$ cat config.mk
export PLATFORM = sky130hd
export DESIGN_NAME = flash_self_erase_write
export DESIGN_NICKNAME = d
export VERILOG_FILES = /design/src/flash_seq_pkg.sv /design/src/axil_reg_slave.sv /design/src/flash_self_erase_write.sv /design/src/write_latch_bank.sv
export SDC_FILE = /design/constraint.sdc
export NUM_CORES = 1
export LEC_CHECK = 0
export BUFFER_PORTS_ARGS = -buffer_cell sky130_fd_sc_hd__buf_4
export CORE_ASPECT_RATIO = 1.4
export CORE_MARGIN = 5
export CORE_UTILIZATION = 60
export DETAILED_ROUTE_END_ITERATION = 8
export PLACE_DENSITY = 0.78
export SYNTH_ARGS = -nofsm -noshare
export SYNTH_HDL_FRONTEND = slang
export SYNTH_SLANG_ARGS = --single-unit
$ cat constraint.sdc
create_clock -name aclk -period 3.9 [get_ports aclk]
set_clock_uncertainty 0.1 [all_clocks]
set_input_delay 1.17 -clock aclk [delete_from_list [all_inputs] [get_ports aclk]]
set_output_delay 1.17 -clock aclk [all_outputs]
set_load 0.02 [all_outputs]
$ cat src/flash_seq_pkg.sv
// Constants, types and decode helper for the flash self-programming sequencer
`default_nettype none
package flash_seq_pkg;
	localparam int ADDR_W = 5;
	localparam logic [4:0] OFS_CTRL = 5'h00;
	localparam logic [4:0] OFS_KEY = 5'h04;
	localparam logic [4:0] OFS_ADDR_LO = 5'h08;
	localparam logic [4:0] OFS_ADDR_HI = 5'h0c;
	localparam logic [4:0] OFS_DATA_LO = 5'h10;
	localparam logic [4:0] OFS_DATA_HI = 5'h14;
	localparam logic [4:0] OFS_STATUS = 5'h18;
	localparam int B_RD = 0;
	localparam int B_WR = 1;
	localparam int B_WRITE_ENABLE_BIT = 2;
	localparam int B_WRERR = 3;
	localparam int B_FREE = 4;
	localparam int B_LATCH_LOAD_ONLY = 5;
	localparam int B_CONFIG_SPACE_SELECT = 6;
	localparam logic [7:0] KEY_FIRST = 8'h55;
	localparam logic [7:0] KEY_SECOND = 8'haa;
	localparam logic [13:0] BLANK_WORD = 14'h3fff;
	localparam int NUM_LATCH = 32;
	localparam int IDX_W = 5;
	localparam int ROW_W = 10;
	localparam int CNT_W = 19;
	localparam int SETUP_CYC = 2;
	localparam int READ_CYC = 2;
	localparam int CLK_PERIOD_NS = 5;
	localparam int T_ERASE_NS = 2_000_000;
	localparam int T_PROG_NS = 2_000_000;
	localparam int ERASE_CYC = T_ERASE_NS / CLK_PERIOD_NS;
	localparam int PROG_CYC = T_PROG_NS / CLK_PERIOD_NS;
	localparam logic [1:0] RESP_OKAY = 2'b00;
	localparam logic [1:0] RESP_SLVERR = 2'b10;

	typedef enum logic [2:0] {
		st_idle = 3'b000,
		st_setup = 3'b001,
		st_erase = 3'b010,
		st_prog = 3'b011,
		st_done = 3'b100
	} seq_state_t;

	function automatic logic reg_hit(input logic [4:0] a);
		return (a[1:0] == 2'b00) && (a <= OFS_STATUS);
	endfunction
endpackage
`default_nettype wire

$ cat src/axil_reg_slave.sv
// AXI4-Lite slave that turns bus transfers into byte register accesses
`timescale 1ns/10ps
`default_nettype none
module axil_reg_slave (
	input wire logic aclk,
	input wire logic aresetn,
	input wire logic [4:0] awaddr,
	input wire logic awvalid,
	output logic awready,
	input wire logic [31:0] wdata,
	input wire logic [3:0] wstrb,
	input wire logic wvalid,
	output logic wready,
	output logic [1:0] bresp,
	output logic bvalid,
	input wire logic bready,
	input wire logic [4:0] araddr,
	input wire logic arvalid,
	output logic arready,
	output logic [31:0] rdata,
	output logic [1:0] rresp,
	output logic rvalid,
	input wire logic rready,
	output logic wr_en,
	output logic [4:0] wr_addr,
	output logic [7:0] wr_data,
	output logic [4:0] rd_addr,
	input wire logic [7:0] rd_data
);
	typedef struct packed {
		logic awready, wready, arready, aw_have, w_have, strb0, bvalid, rvalid, ar_pend, wr_en;
		logic [4:0] aw_addr, ar_addr, wr_addr;
		logic [7:0] w_data, wr_data;
		logic [1:0] bresp, rresp;
		logic [31:0] rdata;
	} slv_t;
	slv_t q, d;

	always_comb begin
		d = q;
		d.wr_en = 1'b0;
		if (q.awready && awvalid) begin
			d.aw_have = 1'b1;
			d.aw_addr = awaddr;
		end
		if (q.wready && wvalid) begin
			d.w_have = 1'b1;
			d.w_data = wdata[7:0];
			d.strb0 = wstrb[0];
		end
		if (q.bvalid && bready)
			d.bvalid = 1'b0;
		// Both halves held: commit once, answer next edge
		if (q.aw_have && q.w_have && !q.bvalid) begin
			d.aw_have = 1'b0;
			d.w_have = 1'b0;
			d.bvalid = 1'b1;
			d.bresp = flash_seq_pkg::reg_hit(q.aw_addr) ? flash_seq_pkg::RESP_OKAY : flash_seq_pkg::RESP_SLVERR;
			d.wr_en = flash_seq_pkg::reg_hit(q.aw_addr) && q.strb0;
			d.wr_addr = q.aw_addr;
			d.wr_data = q.w_data;
		end
		d.awready = !d.aw_have && !d.bvalid;
		d.wready = !d.w_have && !d.bvalid;
		if (q.arready && arvalid) begin
			d.arready = 1'b0;
			d.ar_pend = 1'b1;
			d.ar_addr = araddr;
		end
		if (q.ar_pend) begin
			d.ar_pend = 1'b0;
			d.rvalid = 1'b1;
			d.rdata = {24'h00_0000, rd_data};
			d.rresp = flash_seq_pkg::reg_hit(q.ar_addr) ? flash_seq_pkg::RESP_OKAY : flash_seq_pkg::RESP_SLVERR;
		end
		if (q.rvalid && rready) begin
			d.rvalid = 1'b0;
			d.arready = 1'b1;
		end
	end

	always_ff @(posedge aclk) begin
		if (!aresetn) begin
			q <= '0;
			q.awready <= 1'b1;
			q.wready <= 1'b1;
			q.arready <= 1'b1;
		end else begin
			q <= d;
		end
	end

	assign awready = q.awready;
	assign wready = q.wready;
	assign arready = q.arready;
	assign bvalid = q.bvalid;
	assign bresp = q.bresp;
	assign rvalid = q.rvalid;
	assign rresp = q.rresp;
	assign rdata = q.rdata;
	assign wr_en = q.wr_en;
	assign wr_addr = q.wr_addr;
	assign wr_data = q.wr_data;
	assign rd_addr = q.ar_addr;
endmodule
`default_nettype wire

$ cat src/flash_self_erase_write.sv
// Flash self-erase and row-write sequencer with AXI4-Lite register access
//
// Our own choices: the placing of the registers and the AXI4-Lite interface to the registers.
`timescale 1ns/10ps
`default_nettype none
// How it works
// - Erase acts on a whole row only; no single-word erase exists.
// - Start spends two setup cycles; core executes two no-ops meanwhile.
// - Row erase stalls the core about 2 ms; clock keeps running.
// - After erase or program the stall drops and the core resumes.
// - Programming never erases; software writes only blank words.
// - One program operation writes all 32 latches, loaded or blank.
// - Upper ten address bits pick the row, lower five the latch.
// - Every write or erase ends with all latches set to blank.
// - Each latch load takes the 14-bit data word at the addressed latch.
// - Latch-load-only set: unlock plus start only updates the addressed latch.
// - Latch-load-only clear: load addressed latch, then program whole row.
// - No write or erase starts unless the two-byte key came uninterrupted just before; a read needs no key.
// - Latch-only load forces two no-op cycles, then no stall.
// - Row program stalls the core about 2 ms, then resumes.
// - Config select picks program memory or configuration space.
// - Read and write start bits are set-only and cleared by hardware.
module flash_self_erase_write #(
	parameter logic [18:0] ERASE_CYCLES = 19'(flash_seq_pkg::ERASE_CYC),
	parameter logic [18:0] PROG_CYCLES = 19'(flash_seq_pkg::PROG_CYC)
) (
	input wire logic aclk,
	input wire logic aresetn,
	input wire logic [4:0] awaddr,
	input wire logic awvalid,
	output logic awready,
	input wire logic [31:0] wdata,
	input wire logic [3:0] wstrb,
	input wire logic wvalid,
	output logic wready,
	output logic [1:0] bresp,
	output logic bvalid,
	input wire logic bready,
	input wire logic [4:0] araddr,
	input wire logic arvalid,
	output logic arready,
	output logic [31:0] rdata,
	output logic [1:0] rresp,
	output logic rvalid,
	input wire logic rready,
	output logic cpu_force_nop,
	output logic cpu_stall,
	output logic flash_erase,
	output logic flash_prog,
	output logic flash_cfg_space,
	output logic [9:0] flash_row,
	output logic [4:0] flash_word_idx,
	output logic [13:0] flash_word_data,
	output logic flash_word_valid
);
	typedef struct packed {
		flash_seq_pkg::seq_state_t st;
		logic config_space_select, latch_load_only, free, wrerr, write_enable_bit, wr, rd;
		logic [14:0] addr;
		logic [13:0] data;
		logic got_first, armed;
		logic op_erase, op_prog, streaming;
		logic [18:0] cnt;
		logic [1:0] rd_cnt;
		logic [4:0] widx;
		logic nop, stall, fer, fpr, fcfg, fwv;
		logic [9:0] frow;
		logic [4:0] fidx;
		logic [13:0] fdat;
	} seq_t;
	seq_t q, d;

	logic wr_en;
	logic [4:0] wr_addr;
	logic [7:0] wr_data;
	logic [4:0] rd_addr;
	logic [7:0] rd_data;
	logic start;
	logic lat_ld;
	logic lat_clr;
	logic [13:0] lat_word;

	axil_reg_slave u_bus (
		.aclk(aclk), .aresetn(aresetn),
		.awaddr(awaddr), .awvalid(awvalid), .awready(awready),
		.wdata(wdata), .wstrb(wstrb), .wvalid(wvalid), .wready(wready),
		.bresp(bresp), .bvalid(bvalid), .bready(bready),
		.araddr(araddr), .arvalid(arvalid), .arready(arready),
		.rdata(rdata), .rresp(rresp), .rvalid(rvalid), .rready(rready),
		.wr_en(wr_en), .wr_addr(wr_addr), .wr_data(wr_data),
		.rd_addr(rd_addr), .rd_data(rd_data)
	);

	write_latch_bank u_latch (
		.aclk(aclk), .aresetn(aresetn),
		.clr(lat_clr), .ld(lat_ld),
		.ld_idx(q.addr[4:0]), .ld_data(q.data),
		.rd_idx(q.widx), .rd_word(lat_word)
	);

	// Register read view; key register reads as zero
	always_comb begin
		rd_data = 8'h00;
		if (rd_addr == flash_seq_pkg::OFS_CTRL)
			rd_data = {1'b1, q.config_space_select, q.latch_load_only, q.free, q.wrerr, q.write_enable_bit, q.wr, q.rd};
		else if (rd_addr == flash_seq_pkg::OFS_ADDR_LO)
			rd_data = q.addr[7:0];
		else if (rd_addr == flash_seq_pkg::OFS_ADDR_HI)
			rd_data = {1'b1, q.addr[14:8]};
		else if (rd_addr == flash_seq_pkg::OFS_DATA_LO)
			rd_data = q.data[7:0];
		else if (rd_addr == flash_seq_pkg::OFS_DATA_HI)
			rd_data = {2'b00, q.data[13:8]};
		else if (rd_addr == flash_seq_pkg::OFS_STATUS)
			rd_data = {5'h00, q.armed, q.stall, q.st != flash_seq_pkg::st_idle};
	end

	// A start needs the armed key, write enable and an idle sequencer
	assign start = wr_en && wr_addr == flash_seq_pkg::OFS_CTRL && wr_data[flash_seq_pkg::B_WR]
		&& q.st == flash_seq_pkg::st_idle && q.armed && wr_data[flash_seq_pkg::B_WRITE_ENABLE_BIT];
	assign lat_ld = start && !wr_data[flash_seq_pkg::B_FREE];
	assign lat_clr = q.st == flash_seq_pkg::st_done;

	always_comb begin
		d = q;
		d.fwv = 1'b0;
		if (wr_en) begin
			d.got_first = 1'b0;
			d.armed = 1'b0;
			if (wr_addr == flash_seq_pkg::OFS_KEY) begin
				if (wr_data == flash_seq_pkg::KEY_FIRST)
					d.got_first = 1'b1;
				else if (wr_data == flash_seq_pkg::KEY_SECOND && q.got_first)
					d.armed = 1'b1;
			end else if (wr_addr == flash_seq_pkg::OFS_CTRL) begin
				if (q.st == flash_seq_pkg::st_idle) begin
					d.config_space_select = wr_data[flash_seq_pkg::B_CONFIG_SPACE_SELECT];
					d.latch_load_only = wr_data[flash_seq_pkg::B_LATCH_LOAD_ONLY];
					d.free = wr_data[flash_seq_pkg::B_FREE];
					d.write_enable_bit = wr_data[flash_seq_pkg::B_WRITE_ENABLE_BIT];
				end
				// Error flag may be cleared by software, but a refused start wins
				d.wrerr = wr_data[flash_seq_pkg::B_WRERR];
				if (wr_data[flash_seq_pkg::B_WR] && !q.wr && !start)
					d.wrerr = 1'b1;
				if (wr_data[flash_seq_pkg::B_RD] && !q.rd) begin
					d.rd = 1'b1;
					d.rd_cnt = 2'(flash_seq_pkg::READ_CYC - 1);
				end
			end else if (wr_addr == flash_seq_pkg::OFS_ADDR_LO) begin
				d.addr[7:0] = wr_data;
			end else if (wr_addr == flash_seq_pkg::OFS_ADDR_HI) begin
				d.addr[14:8] = wr_data[6:0];
			end else if (wr_addr == flash_seq_pkg::OFS_DATA_LO) begin
				d.data[7:0] = wr_data;
			end else if (wr_addr == flash_seq_pkg::OFS_DATA_HI) begin
				d.data[13:8] = wr_data[5:0];
			end
		end
		if (q.rd) begin
			if (q.rd_cnt == 2'b00)
				d.rd = 1'b0;
			else
				d.rd_cnt = q.rd_cnt - 2'b01;
		end
		case (q.st)
			flash_seq_pkg::st_idle: begin
				if (start) begin
					d.st = flash_seq_pkg::st_setup;
					d.wr = 1'b1;
					d.nop = 1'b1;
					d.cnt = 19'(flash_seq_pkg::SETUP_CYC - 1);
					d.op_erase = wr_data[flash_seq_pkg::B_FREE];
					d.op_prog = !wr_data[flash_seq_pkg::B_FREE] && !wr_data[flash_seq_pkg::B_LATCH_LOAD_ONLY];
					d.fcfg = wr_data[flash_seq_pkg::B_CONFIG_SPACE_SELECT];
					d.frow = q.addr[14:5];
				end
			end
			flash_seq_pkg::st_setup: begin
				if (q.cnt == 19'h0_0000) begin
					d.nop = 1'b0;
					if (q.op_erase) begin
						d.st = flash_seq_pkg::st_erase;
						d.stall = 1'b1;
						d.fer = 1'b1;
						d.cnt = ERASE_CYCLES - 19'h0_0001;
					end else if (q.op_prog) begin
						d.st = flash_seq_pkg::st_prog;
						d.stall = 1'b1;
						d.fpr = 1'b1;
						d.streaming = 1'b1;
						d.widx = 5'h00;
						d.cnt = PROG_CYCLES - 19'h0_0001;
					end else begin
						d.st = flash_seq_pkg::st_idle;
						d.wr = 1'b0;
					end
				end else begin
					d.cnt = q.cnt - 19'h0_0001;
				end
			end
			flash_seq_pkg::st_erase: begin
				if (q.cnt == 19'h0_0000)
					d.st = flash_seq_pkg::st_done;
				else
					d.cnt = q.cnt - 19'h0_0001;
			end
			flash_seq_pkg::st_prog: begin
				// Stream every latch of the row, blank ones included
				if (q.streaming) begin
					d.fwv = 1'b1;
					d.fidx = q.widx;
					d.fdat = lat_word;
					if (q.widx == 5'h1f)
						d.streaming = 1'b0;
					else
						d.widx = q.widx + 5'h01;
				end
				if (q.cnt == 19'h0_0000 && !q.streaming)
					d.st = flash_seq_pkg::st_done;
				else if (q.cnt != 19'h0_0000)
					d.cnt = q.cnt - 19'h0_0001;
			end
			flash_seq_pkg::st_done: begin
				d.st = flash_seq_pkg::st_idle;
				d.stall = 1'b0;
				d.fer = 1'b0;
				d.fpr = 1'b0;
				d.wr = 1'b0;
				d.op_erase = 1'b0;
				d.op_prog = 1'b0;
			end
			default: begin
				d.st = flash_seq_pkg::st_idle;
			end
		endcase
	end

	always_ff @(posedge aclk) begin
		if (!aresetn)
			q <= '0;
		else
			q <= d;
	end

	assign cpu_force_nop = q.nop;
	assign cpu_stall = q.stall;
	assign flash_erase = q.fer;
	assign flash_prog = q.fpr;
	assign flash_cfg_space = q.fcfg;
	assign flash_row = q.frow;
	assign flash_word_idx = q.fidx;
	assign flash_word_data = q.fdat;
	assign flash_word_valid = q.fwv;

	logic [5:0] words_sent;
	always_ff @(posedge aclk) begin
		if (!aresetn || q.st == flash_seq_pkg::st_setup)
			words_sent <= 6'h00;
		else if (q.fwv)
			words_sent <= words_sent + 6'h01;
	end

	property p_setup_two;
		@(posedge aclk) disable iff (!aresetn)
		$rose(cpu_force_nop) |-> cpu_force_nop [*2] ##1 !cpu_force_nop;
	endproperty
	a_setup_two: assert property (p_setup_two) else $error("setup not two cycles");

	property p_erase_stalls;
		@(posedge aclk) disable iff (!aresetn)
		flash_erase |-> cpu_stall && !cpu_force_nop;
	endproperty
	a_erase_stalls: assert property (p_erase_stalls) else $error("erase without stall");

	property p_resume;
		@(posedge aclk) disable iff (!aresetn)
		$fell(cpu_stall) |-> q.st == flash_seq_pkg::st_idle && !q.wr && !flash_erase && !flash_prog;
	endproperty
	a_resume: assert property (p_resume) else $error("stall ended before operation closed");

	property p_no_erase_in_prog;
		@(posedge aclk) disable iff (!aresetn)
		!(flash_erase && flash_prog);
	endproperty
	a_no_erase_in_prog: assert property (p_no_erase_in_prog) else $error("erase during program");

	property p_all_words;
		@(posedge aclk) disable iff (!aresetn)
		$fell(flash_prog) |-> words_sent == 6'h20;
	endproperty
	a_all_words: assert property (p_all_words) else $error("program did not send 32 words");

	property p_row_steady;
		@(posedge aclk) disable iff (!aresetn)
		(flash_prog && $past(flash_prog)) |-> $stable(flash_row);
	endproperty
	a_row_steady: assert property (p_row_steady) else $error("row changed mid program");

	property p_blank_after;
		@(posedge aclk) disable iff (!aresetn)
		q.st == flash_seq_pkg::st_done |=> lat_word == flash_seq_pkg::BLANK_WORD;
	endproperty
	a_blank_after: assert property (p_blank_after) else $error("latches not blank after op");

	property p_load_only;
		@(posedge aclk) disable iff (!aresetn)
		(start && wr_data[flash_seq_pkg::B_LATCH_LOAD_ONLY] && !wr_data[flash_seq_pkg::B_FREE])
			|=> !cpu_stall [*3] ##1 (q.st == flash_seq_pkg::st_idle && !q.wr);
	endproperty
	a_load_only: assert property (p_load_only) else $error("latch-only load did not return");

	property p_keyed;
		@(posedge aclk) disable iff (!aresetn)
		$rose(q.wr) |-> $past(q.armed) && q.write_enable_bit;
	endproperty
	a_keyed: assert property (p_keyed) else $error("start without key or enable");

	c_erase: cover property (@(posedge aclk) disable iff (!aresetn) $fell(flash_erase));
	c_prog: cover property (@(posedge aclk) disable iff (!aresetn) $fell(flash_prog));
	c_load_only: cover property (@(posedge aclk) disable iff (!aresetn)
		$fell(cpu_force_nop) && !cpu_stall);
endmodule
`default_nettype wire

$ cat src/write_latch_bank.sv
// Bank of 32 word-wide write latches with blank reset
`timescale 1ns/10ps
`default_nettype none
module write_latch_bank (
	input wire logic aclk,
	input wire logic aresetn,
	input wire logic clr,
	input wire logic ld,
	input wire logic [4:0] ld_idx,
	input wire logic [13:0] ld_data,
	input wire logic [4:0] rd_idx,
	output logic [13:0] rd_word
);
	typedef struct packed {
		logic [flash_seq_pkg::NUM_LATCH-1:0][13:0] word;
	} bank_t;
	bank_t q, d;

	always_comb begin
		d = q;
		for (int i = 0; i < flash_seq_pkg::NUM_LATCH; i++) begin
			if (clr)
				d.word[i] = flash_seq_pkg::BLANK_WORD;
			else if (ld && ld_idx == i[4:0])
				d.word[i] = ld_data;
		end
	end

	always_ff @(posedge aclk) begin
		if (!aresetn)
			q <= {flash_seq_pkg::NUM_LATCH{flash_seq_pkg::BLANK_WORD}};
		else
			q <= d;
	end

	assign rd_word = q.word[rd_idx];

	property p_latch_load;
		@(posedge aclk) disable iff (!aresetn)
		(ld && !clr) |=> (q.word[$past(ld_idx)] == $past(ld_data));
	endproperty
	a_latch_load: assert property (p_latch_load) else $error("latch did not take loaded word");
endmodule
`default_nettype wire
# Word level (Yosys, flattened, before mapping)

Cells that the tools add are included.

Bits in registers: 606

Magnitude comparators: 3
Reduce and logical (&&, ||, !) cells: 105
Eq/ne operators: 63
Multiplexer cells: 82
Bitwise logic cells: 6
Add/subtract/negate cells: 3

Operators by type and width:

| operator                                                              | number |
|---|---|
| 19-bit two-way mux                                                    | 6 |
| 5-bit equality test, second input constant                            | 22 |
| 19-bit case mux with 4 select lines                                   | 1 |
| 14-bit binary-select mux with 5-bit select                            | 1 |
| 5-bit by 4-bit equality test with 1-bit output, second input constant | 12 |
| 1-bit logical AND                                                     | 56 |
| 8-bit two-way mux                                                     | 6 |
| 14-bit two-way mux                                                    | 3 |
| 32-bit two-way mux                                                    | 1 |
| 30-bit two-way mux                                                    | 1 |
| 29-bit two-way mux                                                    | 1 |
| 2-bit two-way mux                                                     | 13 |
| 2-bit inequality test, second input constant                          | 13 |
| 5-bit by 3-bit equality test with 1-bit output, second input constant | 5 |
| 1-bit two-way mux                                                     | 25 |
| 20-bit two-way mux                                                    | 1 |
| 5-bit two-way mux                                                     | 4 |
| 4-bit AND reduction                                                   | 5 |
| 19-bit zero test                                                      | 1 |
| 19-bit nonzero test                                                   | 1 |
| 19-bit by 1-bit subtractor with 19-bit output, second input constant  | 1 |
| 3-bit two-way mux                                                     | 6 |
| 6-bit two-way mux                                                     | 3 |
| 6-bit AND reduction                                                   | 3 |
| 34 further kinds                                                      | 71 |

# Longest topological paths before layout

Gate-level depths: netlist (run 1).

Depth in word-level cells: 10
Gate-level depth with buffers: 10
Gate-level depth less buffers: 7

# By module

Synthesis (run 1) repeated with hierarchy kept, for this count alone.

Cells, all modules: 3,406
Area, all modules: 27,176.1 um^2

Modules (own cells, without submodules):

| module                 | area each (um^2) | sequential area each (um^2) | cells an instance | times used |
|---|---|---|---|---|
| write_latch_bank       | 19,822.8         | 8,968.6                     | 2,546             | 1 |
| flash_self_erase_write | 5,032.3          | 2,102.0                     | 604               | 1 |
| axil_reg_slave         | 2,321.0          | 1,021.0                     | 256               | 1 |

# Worst setup path before layout (run 1)

Ideal clock, no wire load.

Kind: register -> register
Start: register q[42] (netlist name)
End: register q[38] (netlist name)
Period minus slack after synthesis: 2.839 ns
Data required time: 3.679 ns
Path slack: 1.061 ns
Buffers on the path: 1
Arrival time: 2.618 ns
Cell stages (with the launch flop): 9
Path through: dfxtp_1 -> inv_1 -> ha_1 -> or4b_2 -> or4_4 -> buf_6 -> or4_4 -> and3_1 -> mux2_2

Cells in the longest elaborated chain, start to end: 3

RTL lines:

| element                         | line                          | source |
|---|---|---|
| start, declared                 | flash_self_erase_write.sv:71  | `seq_t q, d;` |
| start signal, assigned          | flash_self_erase_write.sv:241 | `q <= '0;` |
| start signal, assigned          | flash_self_erase_write.sv:243 | `q <= d;` |
| 19-bit zero test                | flash_self_erase_write.sv:180 | `if (q.cnt == 19'h0_0000) begin` |
| 2-bit inequality test (no line) | --                            |  |
| 6-bit AND reduction (no line)   | --                            |  |

Every way passes these cells.
A chain may end at the register's enable or synchronous reset.

# Worst setup path after layout (run 1)

Start: register q[102] (netlist name)
End: register u_latch.q[220] (netlist name)

Cells in the longest elaborated chain, start to end: 6
Elaborated cells between the ends (all ways): 8
Those cells by class: eq/ne (1); reduce/logical (7)

RTL lines:

| element                        | line                          | source |
|---|---|---|
| 3-bit zero test                | flash_self_erase_write.sv:120 | `&& q.st == flash_seq_pkg::st_idle && q.armed && wr_data[flash_seq_pkg::B_WRITE_ENABLE_BIT];` |
| 1-bit logical AND (3 in a row) | flash_self_erase_write.sv:120 |  |
| 1-bit logical AND              | flash_self_erase_write.sv:121 | `assign lat_ld = start && !wr_data[flash_seq_pkg::B_FREE];` |
| 1-bit logical AND              | write_latch_bank.sv:24        | `else if (ld && ld_idx == i[4:0])` |
| end signal, assigned           | write_latch_bank.sv:31        | `q <= {flash_seq_pkg::NUM_LATCH{flash_seq_pkg::BLANK_WORD}};` |
| end, declared                  | write_latch_bank.sv:17        | `bank_t q, d;` |

Several ways; a longest one is shown, not always the timed one.

==> flow_results.org, run 1 <==
** Clock network
- Later-pin clock latency in the skew report :: 600 ps
- Clock sink count :: 604
- Number of hold buffers added after CTS :: 0
- Number of buffers inserted by post-CTS setup repair :: 0
- Number of buffers created by CTS :: 54
- Clock tree from TritonCTS :: done
- Buffer type at the clock tree root :: sky130_fd_sc_hd__clkbuf_16
- The H-tree was split into 2 levels.
- The clock passes through at most 3 buffers.
- Gates resized during post-CTS repair numbered 0.
- Clock Pin Slew Worst Setup and Hold Paths :: 70 ps

** Logic synthesis
- Largest area contributor in the synthesized netlist :: sky130_fd_sc_hd__dfxtp_1
- After synthesis, the netlist uses 69 different library cells.
- Largest family of logic cells by synthesized area :: simple AND/OR/NAND/NOR gates
- Yosys synthesis warning count :: 0
- Summing the areas of all fa, ha and maj instances in the mapped netlist gives 0.1938% of the synthesized area.
- After synthesis, flip-flops and latches occupy 46.83% of the total area.
- Number of synthesized flops with an enable pin :: 0
- Synthesis handed over a netlist of 2817 instances.
- By area the synthesized netlist is led by sky130_fd_sc_hd__dfxtp_1, sky130_fd_sc_hd__mux4_2, sky130_fd_sc_hd__a21oi_1.
- Average cell area after synthesis :: 9.167 um^2
- Of the post-synthesis cell area, the part taken by muxes is 12.72%.
- After Yosys synthesis, and, or, nand and nor cells account for 21.09% of the synthesized area.
- Complex-gate fraction of the synthesized area :: 13.14%
- Prevailing post-synth register cell :: sky130_fd_sc_hd__dfxtp_1
- Number of synthesized register bits :: 604
- The cell area that synthesis handed to floorplanning was 25820 um^2.
- In this run the biggest area consumer among cell types represents 46.83% of the synthesized area.
- Of the total synthesized cell area, the portion taken by XOR and XNOR cells is 0%.
- Of all flip-flops after synthesis, the portion carrying an async set or reset was 0%.

** STA
- Setup repair after global routing left no endpoint under its margin.
- After layout, the worst path uses 81.06% of the clock period.
- Fmax :: 0.3163 GHz
- The count of pins over their slew limit was 0.
- Summed over all failing endpoints, the final setup total negative slack is 0 ps.
- Finish-stage setup viols :: 0
- The final count of hold timing violations was 0.
- Actual transition at the worst max-transition pin :: 1042 ps
- Minimum clock period :: 3161 ps
- Worst-case hold slack :: 366.0 ps
- In this run the tightest slew margin relative to its limit is 30.41%.

** Drt
- Overall routed net length :: 71140 um
- Dividing the detail-routed wire length by the instance count gives 21.34 um.
- DR vias :: 21230
- In this run the remaining antenna-violating nets after routing total 0.
- Count of unresolved DRC violations after routing :: 0
- Total iterations of the first detailed-routing run :: 5
- Vias per Instance :: 6.367
- The detailed router finished its first iteration with 1982 violations.

** Pwr
- Per report_power, the clock group accounts for 45.2% of the total.
- Share of total power consumed by net switching :: 21.60%
- Cell internal power was estimated by the tool at 9.431 mW.
- Sequential cells burn 51.7% of the power.
- Combinational group share of total power :: 3.1%
- IR analysis of the VDD net gives a maximum drop of 0.0003324 V.
- Static leakage :: 10.39 nW
- Pwr/cell area :: 422.7 nW/um^2
- Switching component of the power :: 2.599 mW

** Global route
- First-pass GRT wire length :: 111600 um
- Summed over all layers, the global routing overflow is 0.
- Number of antenna violations at the first check in global routing :: 0
- Entering global routing, the biggest net connects 141 pins.
- Overall global routing resource usage :: 29.30%
- The number of global-route vias before repair was 20620.

** Floorplan
- The initial utilization of the core area, before any placement, comes to 60.19%.
- The region available for standard cell placement spans 42900 um^2.
- Pin placement for this block handled 129 I/O pins.
- Die Height :: 255.5 um
- Horizontal die dimension :: 185.3 um
- Area of the die :: 47340 um^2
- Row generation in the floorplan step produced 90 rows.

** Cells and area
- The repair_antennas step left the layout with diodes totalling 0.
- The filler cells instantiated in the layout total 3295.
- At the end of the flow, the number of nets in the layout was 2795.
- Of the cells placed in the final design, the portion with a size suffix greater than 1 is 15.49%.
- Area added between synthesis and finish :: 10.22%
- Once layout is complete, the utilization of the core stands at 66.34%.
- The multi-input combinational cells in the finished layout cover a total of 12420 um^2.
- The library cells used most frequently in the layout, excluding fill and tap cells, are sky130_fd_sc_hd__dfxtp_1, sky130_fd_sc_hd__nand2_1, sky130_fd_sc_hd__a21oi_1, sky130_fd_sc_hd__nor3_1, sky130_fd_sc_hd__buf_4.
- Most common cell after layout, fill and taps aside :: sky130_fd_sc_hd__dfxtp_1
- Sequential standard cell area :: 12100 um^2

** Setup path
- On the worst path, the slowest cell contributes a delay of 770 ps.
- The critical path goes through nor3_1, nand4b_1, buf_4, or3_1, nand2_1, nand3_1.
- Worst endpoint required time :: 4240 ps
- Kind of start point of the critical path :: flip-flop
- Critical-path maximum fanout :: 47
- The worst setup path is of the reg -> reg kind.
- Cell type of the slowest stage on the worst timing path :: sky130_fd_sc_hd__or3_1
- CP bufs+invs :: 1
- Endpoint type of the worst setup path :: flip-flop
- Worst Path Arrival :: 3500 ps
- Kind of cell adding the most delay to the critical path :: simple AND/OR/NAND/NOR gates

** Flow run
- Max-cap violations :: 0

** Outcome
- Status :: complete, no violations

** Worst hold path
- Worst hold-check path type :: reg -> reg

** Placement
- Placed wire-length estimate after detailed placement :: 46530 um
- Quantity of I/O buffers inserted on ports :: 75
- At the end of routability-driven placement, the weighted congestion stood at 0.9268.
[Yosys cell counts (18+ instances only)]
cell and number:
sky130_fd_sc_hd__dfxtp_1 604, sky130_fd_sc_hd__nand2_1 403, sky130_fd_sc_hd__a21oi_1 343, sky130_fd_sc_hd__nor3_1 326, sky130_fd_sc_hd__clkbuf_1 242, sky130_fd_sc_hd__nand3_1 150, sky130_fd_sc_hd__mux4_2 112, sky130_fd_sc_hd__a21boi_0 68
sky130_fd_sc_hd__buf_4 65, sky130_fd_sc_hd__nor2_1 58, sky130_fd_sc_hd__mux2i_1 56, sky130_fd_sc_hd__nor2b_1 46, sky130_fd_sc_hd__o21ai_0 42, sky130_fd_sc_hd__a22oi_1 40, sky130_fd_sc_hd__mux2_2 18
[per-layer routing]
metal	global-route usage [%]	up-vias	wire (um)
met5	0	-	0
met4	18.32	0	5182
met3	4.141	245	5363
met2	49.56	953	34960
met1	34.69	10210	25630
li1	-	9824	-
[metrics by stage]
step / instances / total power [mW] / setup slack, ps / area (um^2)
after CTS: 3334 / 12.08 / 752.3 / 28460
after floorplan: 2842 / 6.623 / 1061 / 25920
final: 3334 / 12.03 / 738.8 / 28460
after global routing: 3334 / 12.39 / 580.7 / 28460
after detailed placement: 3234 / 6.725 / 673.8 / 26640
after global placement: 3234 / 6.714 / 712.5 / 26640
[logic make-up (layout without fill, tap and decap cells)]
group | count (synthesis) | after routing
fa+ha+maj | 4 | 4
mux | 186 | 186
simple gates | 1104 | 1104
compound gates | 574 | 574
buf+inv | 344 | 284
flops | 604 | 604
other cells | 1 | 26
[path summary, 6_finish.rpt]
check                    from               end  slack (ps)  cells past startpoint
setup reg to reg       q[102]    u_latch.q[220]         740                      6
hold / removal    u_bus.q[49]  u_bus.wr_data[5]         370                      2
setup / recovery       q[102]    u_latch.q[220]         740                      6
hold reg to reg   u_bus.q[49]  u_bus.wr_data[5]         370                      2
[worst min-delay path, delay by kind of cell, from the launching register on]
family	cells	cell delay (ps)
AOI/OAI and AO/OA	1	60
DFF	1	310
and+or+nand+nor	1	50
[power by group through the flow]
stage | Sequential [mW] | Combinational (mW) | Clock (mW)
after detailed placement | 6.36 | 0.362 | 0
after global placement | 6.36 | 0.353 | 0
after CTS | 6.22 | 0.363 | 5.49
final | 6.22 | 0.369 | 5.44
after global routing | 6.22 | 0.396 | 5.77
after floorplan | 6.35 | 0.269 | 0
[sequential cells by signal, summed over array words and instances, names as in the netlist, 5 cells and up]
name	count
q	70
u_latch.q	448
flash_word_idx	5
u_bus.wr_addr	5
u_bus.rdata	8
flash_row	10
u_bus.rd_addr	5
u_bus.q	17
flash_word_data	14
u_bus.wr_data	8
[layout make-up]
class / instances / share of cell area, %
sequential: 604 / 42.52
clock buffer: 82 / 5.684
multi-input combinational: 1894 / 43.65
inverter: 12 / 0.1583
tap: 552 / 2.427
timing repair buffer: 172 / 4.844
clock inverter: 18 / 0.7209
(Power assumes the default switching activity.)
==> run 2: changes to the inputs <==
CORE_UTILIZATION = 55   (was 60)
PLACE_DENSITY = 0.76   (was 0.78)
clock period = 2.6 ns   (was 3.9 ns; I/O delays follow)
==> run 2 against run 1 <==
  * Die area increased by 8.7%
  * Utilization is 3.4 points lower
  * Design area rose by 3.2%
  * Largest cell class unchanged
  * Largest power group unchanged
==> flow_results.org, run 2 (synthesized netlist as in run 1, its figures left out) <==
** Setup path
- The largest individual stage delay along the critical path comes from the cell sky130_fd_sc_hd__or4_4.
- In this design, the critical path's most frequently occurring cell is sky130_fd_sc_hd__or4_4.
- The critical path goes through or4_1, or4_4, or4_4, and3_1, mux2_2.
- Worst Path Arrival :: 2910 ps (-590 ps)
- The required arrival time at the worst endpoint was 2970 ps (-1270 ps).
- The worst setup path is captured at a flip-flop.
- Critical register-to-register path startpoint :: q[55]
- Type of the setup path with the least slack :: reg -> reg
- The worst setup path is launched from a flip-flop.
- The delay of the slowest critical-path stage was 560 ps (-210 ps).
- Tracing the worst setup path back leads to its startpoint at q[55].
- Number of cells on the worst reg-to-reg path :: 5 (-1)
- The worst-path maximum fanout is 5 (-89%).

** Clock network
- The tree is rooted in a sky130_fd_sc_hd__clkbuf_16.
- The number of sinks on the clock net came to 604 (unchanged).
- The number of buffers inserted by hold repair at cts was 0 (unchanged).
- The CTS buffer count was 54 (unchanged).
- The clock edge transition at the registers on the reported setup and hold paths is 60 ps (about the same).
- The deepest clock path buffer count was 3 (unchanged).
- TritonCTS built the clock tree.
- The H-tree depth is 2 (unchanged).
- The clock insertion delay at the later pin of the skew report is 590 ps (about the same).

** Cells and area
- Area added between synthesis and finish :: 13.80%
- The number of antenna cells inserted came to 0 (unchanged).
- The number of inserted filler cells in the final layout was 3689 (+12%).
- The largest registers in the layout are u_latch.q (448), q (70), u_bus.q (17).
- Share of final-layout standard cells stronger than drive strength 1 :: 18.03% (+2.5 points)
- The post-layout net count came to 2866 (+2.5%).
- The sequential cell area was 12100 um^2 (about the same).
- Most common cell after layout, fill and taps aside :: sky130_fd_sc_hd__dfxtp_1
- Top library cells by usage in the layout, fill and taps aside :: sky130_fd_sc_hd__dfxtp_1, sky130_fd_sc_hd__nand2_1, sky130_fd_sc_hd__a21oi_1, sky130_fd_sc_hd__nor3_1, sky130_fd_sc_hd__buf_4
- The area of the multi-input gates is 12470 um^2 (+0.38%).
- Register containing the most flip-flops in the final layout :: u_latch.q
- Final non-filler cell area :: 29390 um^2 (+3.2%)
- The number of flip-flops in the largest register was 448 (unchanged).
- The number of non-filler instances in the completed layout was 3475 (+4.2%).

** Global route
- The pin count of the biggest net entering global routing came to 98 (-30%).
- First-pass GRT wire length :: 114900 um (+2.9%)
- The number of antenna violations at the first check in global routing is 1 (+1).
- The global routing usage summed across all routing layers is 28.02% (-1.3 points).
- Via count of the first global-routing pass :: 21430 (+3.9%)
- Aggregate global routing overflow :: 0 (unchanged)

** STA
- Minimum clock period :: 2539 ps (-622.1 ps)
- Final Hold Vio Count :: 0 (unchanged)
- The final cycle utilization of the critical path is 97.66% (+17 points).
- The count of pins over their slew limit was 0 (unchanged).
- The worst slack on hold paths was 347.9 ps (-18.07 ps).
- Worst max-slew margin expressed relative to the limit :: 37.12% (+6.7 points)
- Fmax :: 0.3938 GHz (+25%)
- Setup repair after global routing could not meet its margin everywhere.
- Actual transition at the worst max-transition pin :: 941.9 ps (-100.6 ps)
- The number of setup violations in the final report is 0 (unchanged).

** Floorplan
- The core area came to 46690 um^2 (+8.8%).
- The number of placement rows was 94 (+4.4%).
- The die width was 193.1 um (+4.2%).
- Area of the die :: 51440 um^2 (+8.7%)
- The die boundary height came to 266.4 um (+4.3%).
- The number of placed I/O pins was 129 (unchanged).
- The initial core utilization was 55.30% (-4.9 points).

** Outcome
- Status :: complete, no violations

** Placement
- The global placer's final weighted congestion is 0.9229 (-0.42%).
- The number of I/O port buffers was 75 (unchanged).
- The placed instance area is 27570 um^2 (+3.5%).
- The count of placed standard cells including taps is 3376 (+4.4%).
- Placed wire-length estimate after detailed placement :: 49410 um (+6.2%)

** Drt
- Vias per Instance :: 6.239 (-2.0%)
- Overall routed net length :: 73520 um (+3.3%)
- The total number of vias came to 21680 (+2.1%).
- WL/cell :: 21.16 um (-0.85%)
- The number of DRC violations after detailed-routing iteration 0 is 1967 (-0.76%).
- Total iterations of the first detailed-routing run :: 6 (+1)
- The post-route antenna net violation count was 0 (unchanged).
- Count of unresolved DRC violations after routing :: 0 (unchanged)

** Worst hold path
- Hold wc startpoint :: arvalid
- Worst hold-check path type :: in -> reg
- The depth of the worst hold-timing path is 2 (unchanged).

** Flow run
- The total of max-cap violations came to 0 (unchanged).

** Pwr
- Pwr/cell area :: 609.3 nW/um^2 (+44%)
- Worst IR Drop VDD :: 0.0004707 V (+42%)
- Static leakage :: 10.80 nW (+4.0%)
-- run 2: cell types whose count changed in the layout (fill, tap and decap cells not counted), sizes merged --
cell,before,now
clkinvlp,3,8
clkbuf,82,75
clkinv,9,10
buf,172,243
bufinv,4,3
-- run 2: final cells by class --
cell class | instances | area share [%]
clock buffer | 75 | 5.246
clock inverter | 23 | 0.7536
inverter | 12 | 0.1533
multi-input combinational | 1894 | 42.44
sequential | 604 | 41.19
tap | 624 | 2.657
timing repair buffer | 243 | 7.566
-- run 2: per-stage QoR --
step	utilization (%)	setup WS [ps]	total power, mW	setup TNS (ps)
after floorplan	-	-9.186	9.936	-9.186
after global placement	59.05	-52.28	10.10	-128.9
after detailed placement	59.05	-58.94	10.11	-147.9
after CTS	62.83	6.585	17.99	0
after global routing	62.93	-8.550	18.40	-8.550
final	62.93	60.86	17.91	0
-- run 2: power breakdown --
part	switching, mW	leakage, nW	internal [mW]	total, mW
Clock	3.54	0.847	4.45	7.99
Sequential	0.0457	4.89	9.29	9.33
Combinational	0.397	5.06	0.179	0.576
Total	3.99	10.8	13.9	17.9
-- run 2: final timing paths --
kind,end,slack (ps)
min,u_bus.arready,350
max,q[37],60
max reg2reg,q[37],60
min reg2reg,u_bus.q[71],360
-- run 2: timing repair --
| item | 4_1_cts | 5_1_grt |
|---|---|---|
| endpoints found under the setup margin | 7 | 39 |
| pin swaps | 1 | 0 |
| resized for setup | 1 | 10 |
| setup buffers | 0 | 1 |
| cloned | 0 | 0 |
-- run 2: layer usage --
layer,track usage [%],vias up,part of all wire [%]
met3,3.728,237,7.1
met4,18.69,0,7.3
li1,-,9964,-
met1,32.90,10450,36
met5,0,-,0
met2,47.59,1029,49
-- run 2: worst max-delay path: cells and delay by family (launching register included) --
kind | cells | cell delay (ps)
DFF | 1 | 330
muxes | 1 | 260
and+or+nand+nor | 4 | 1750
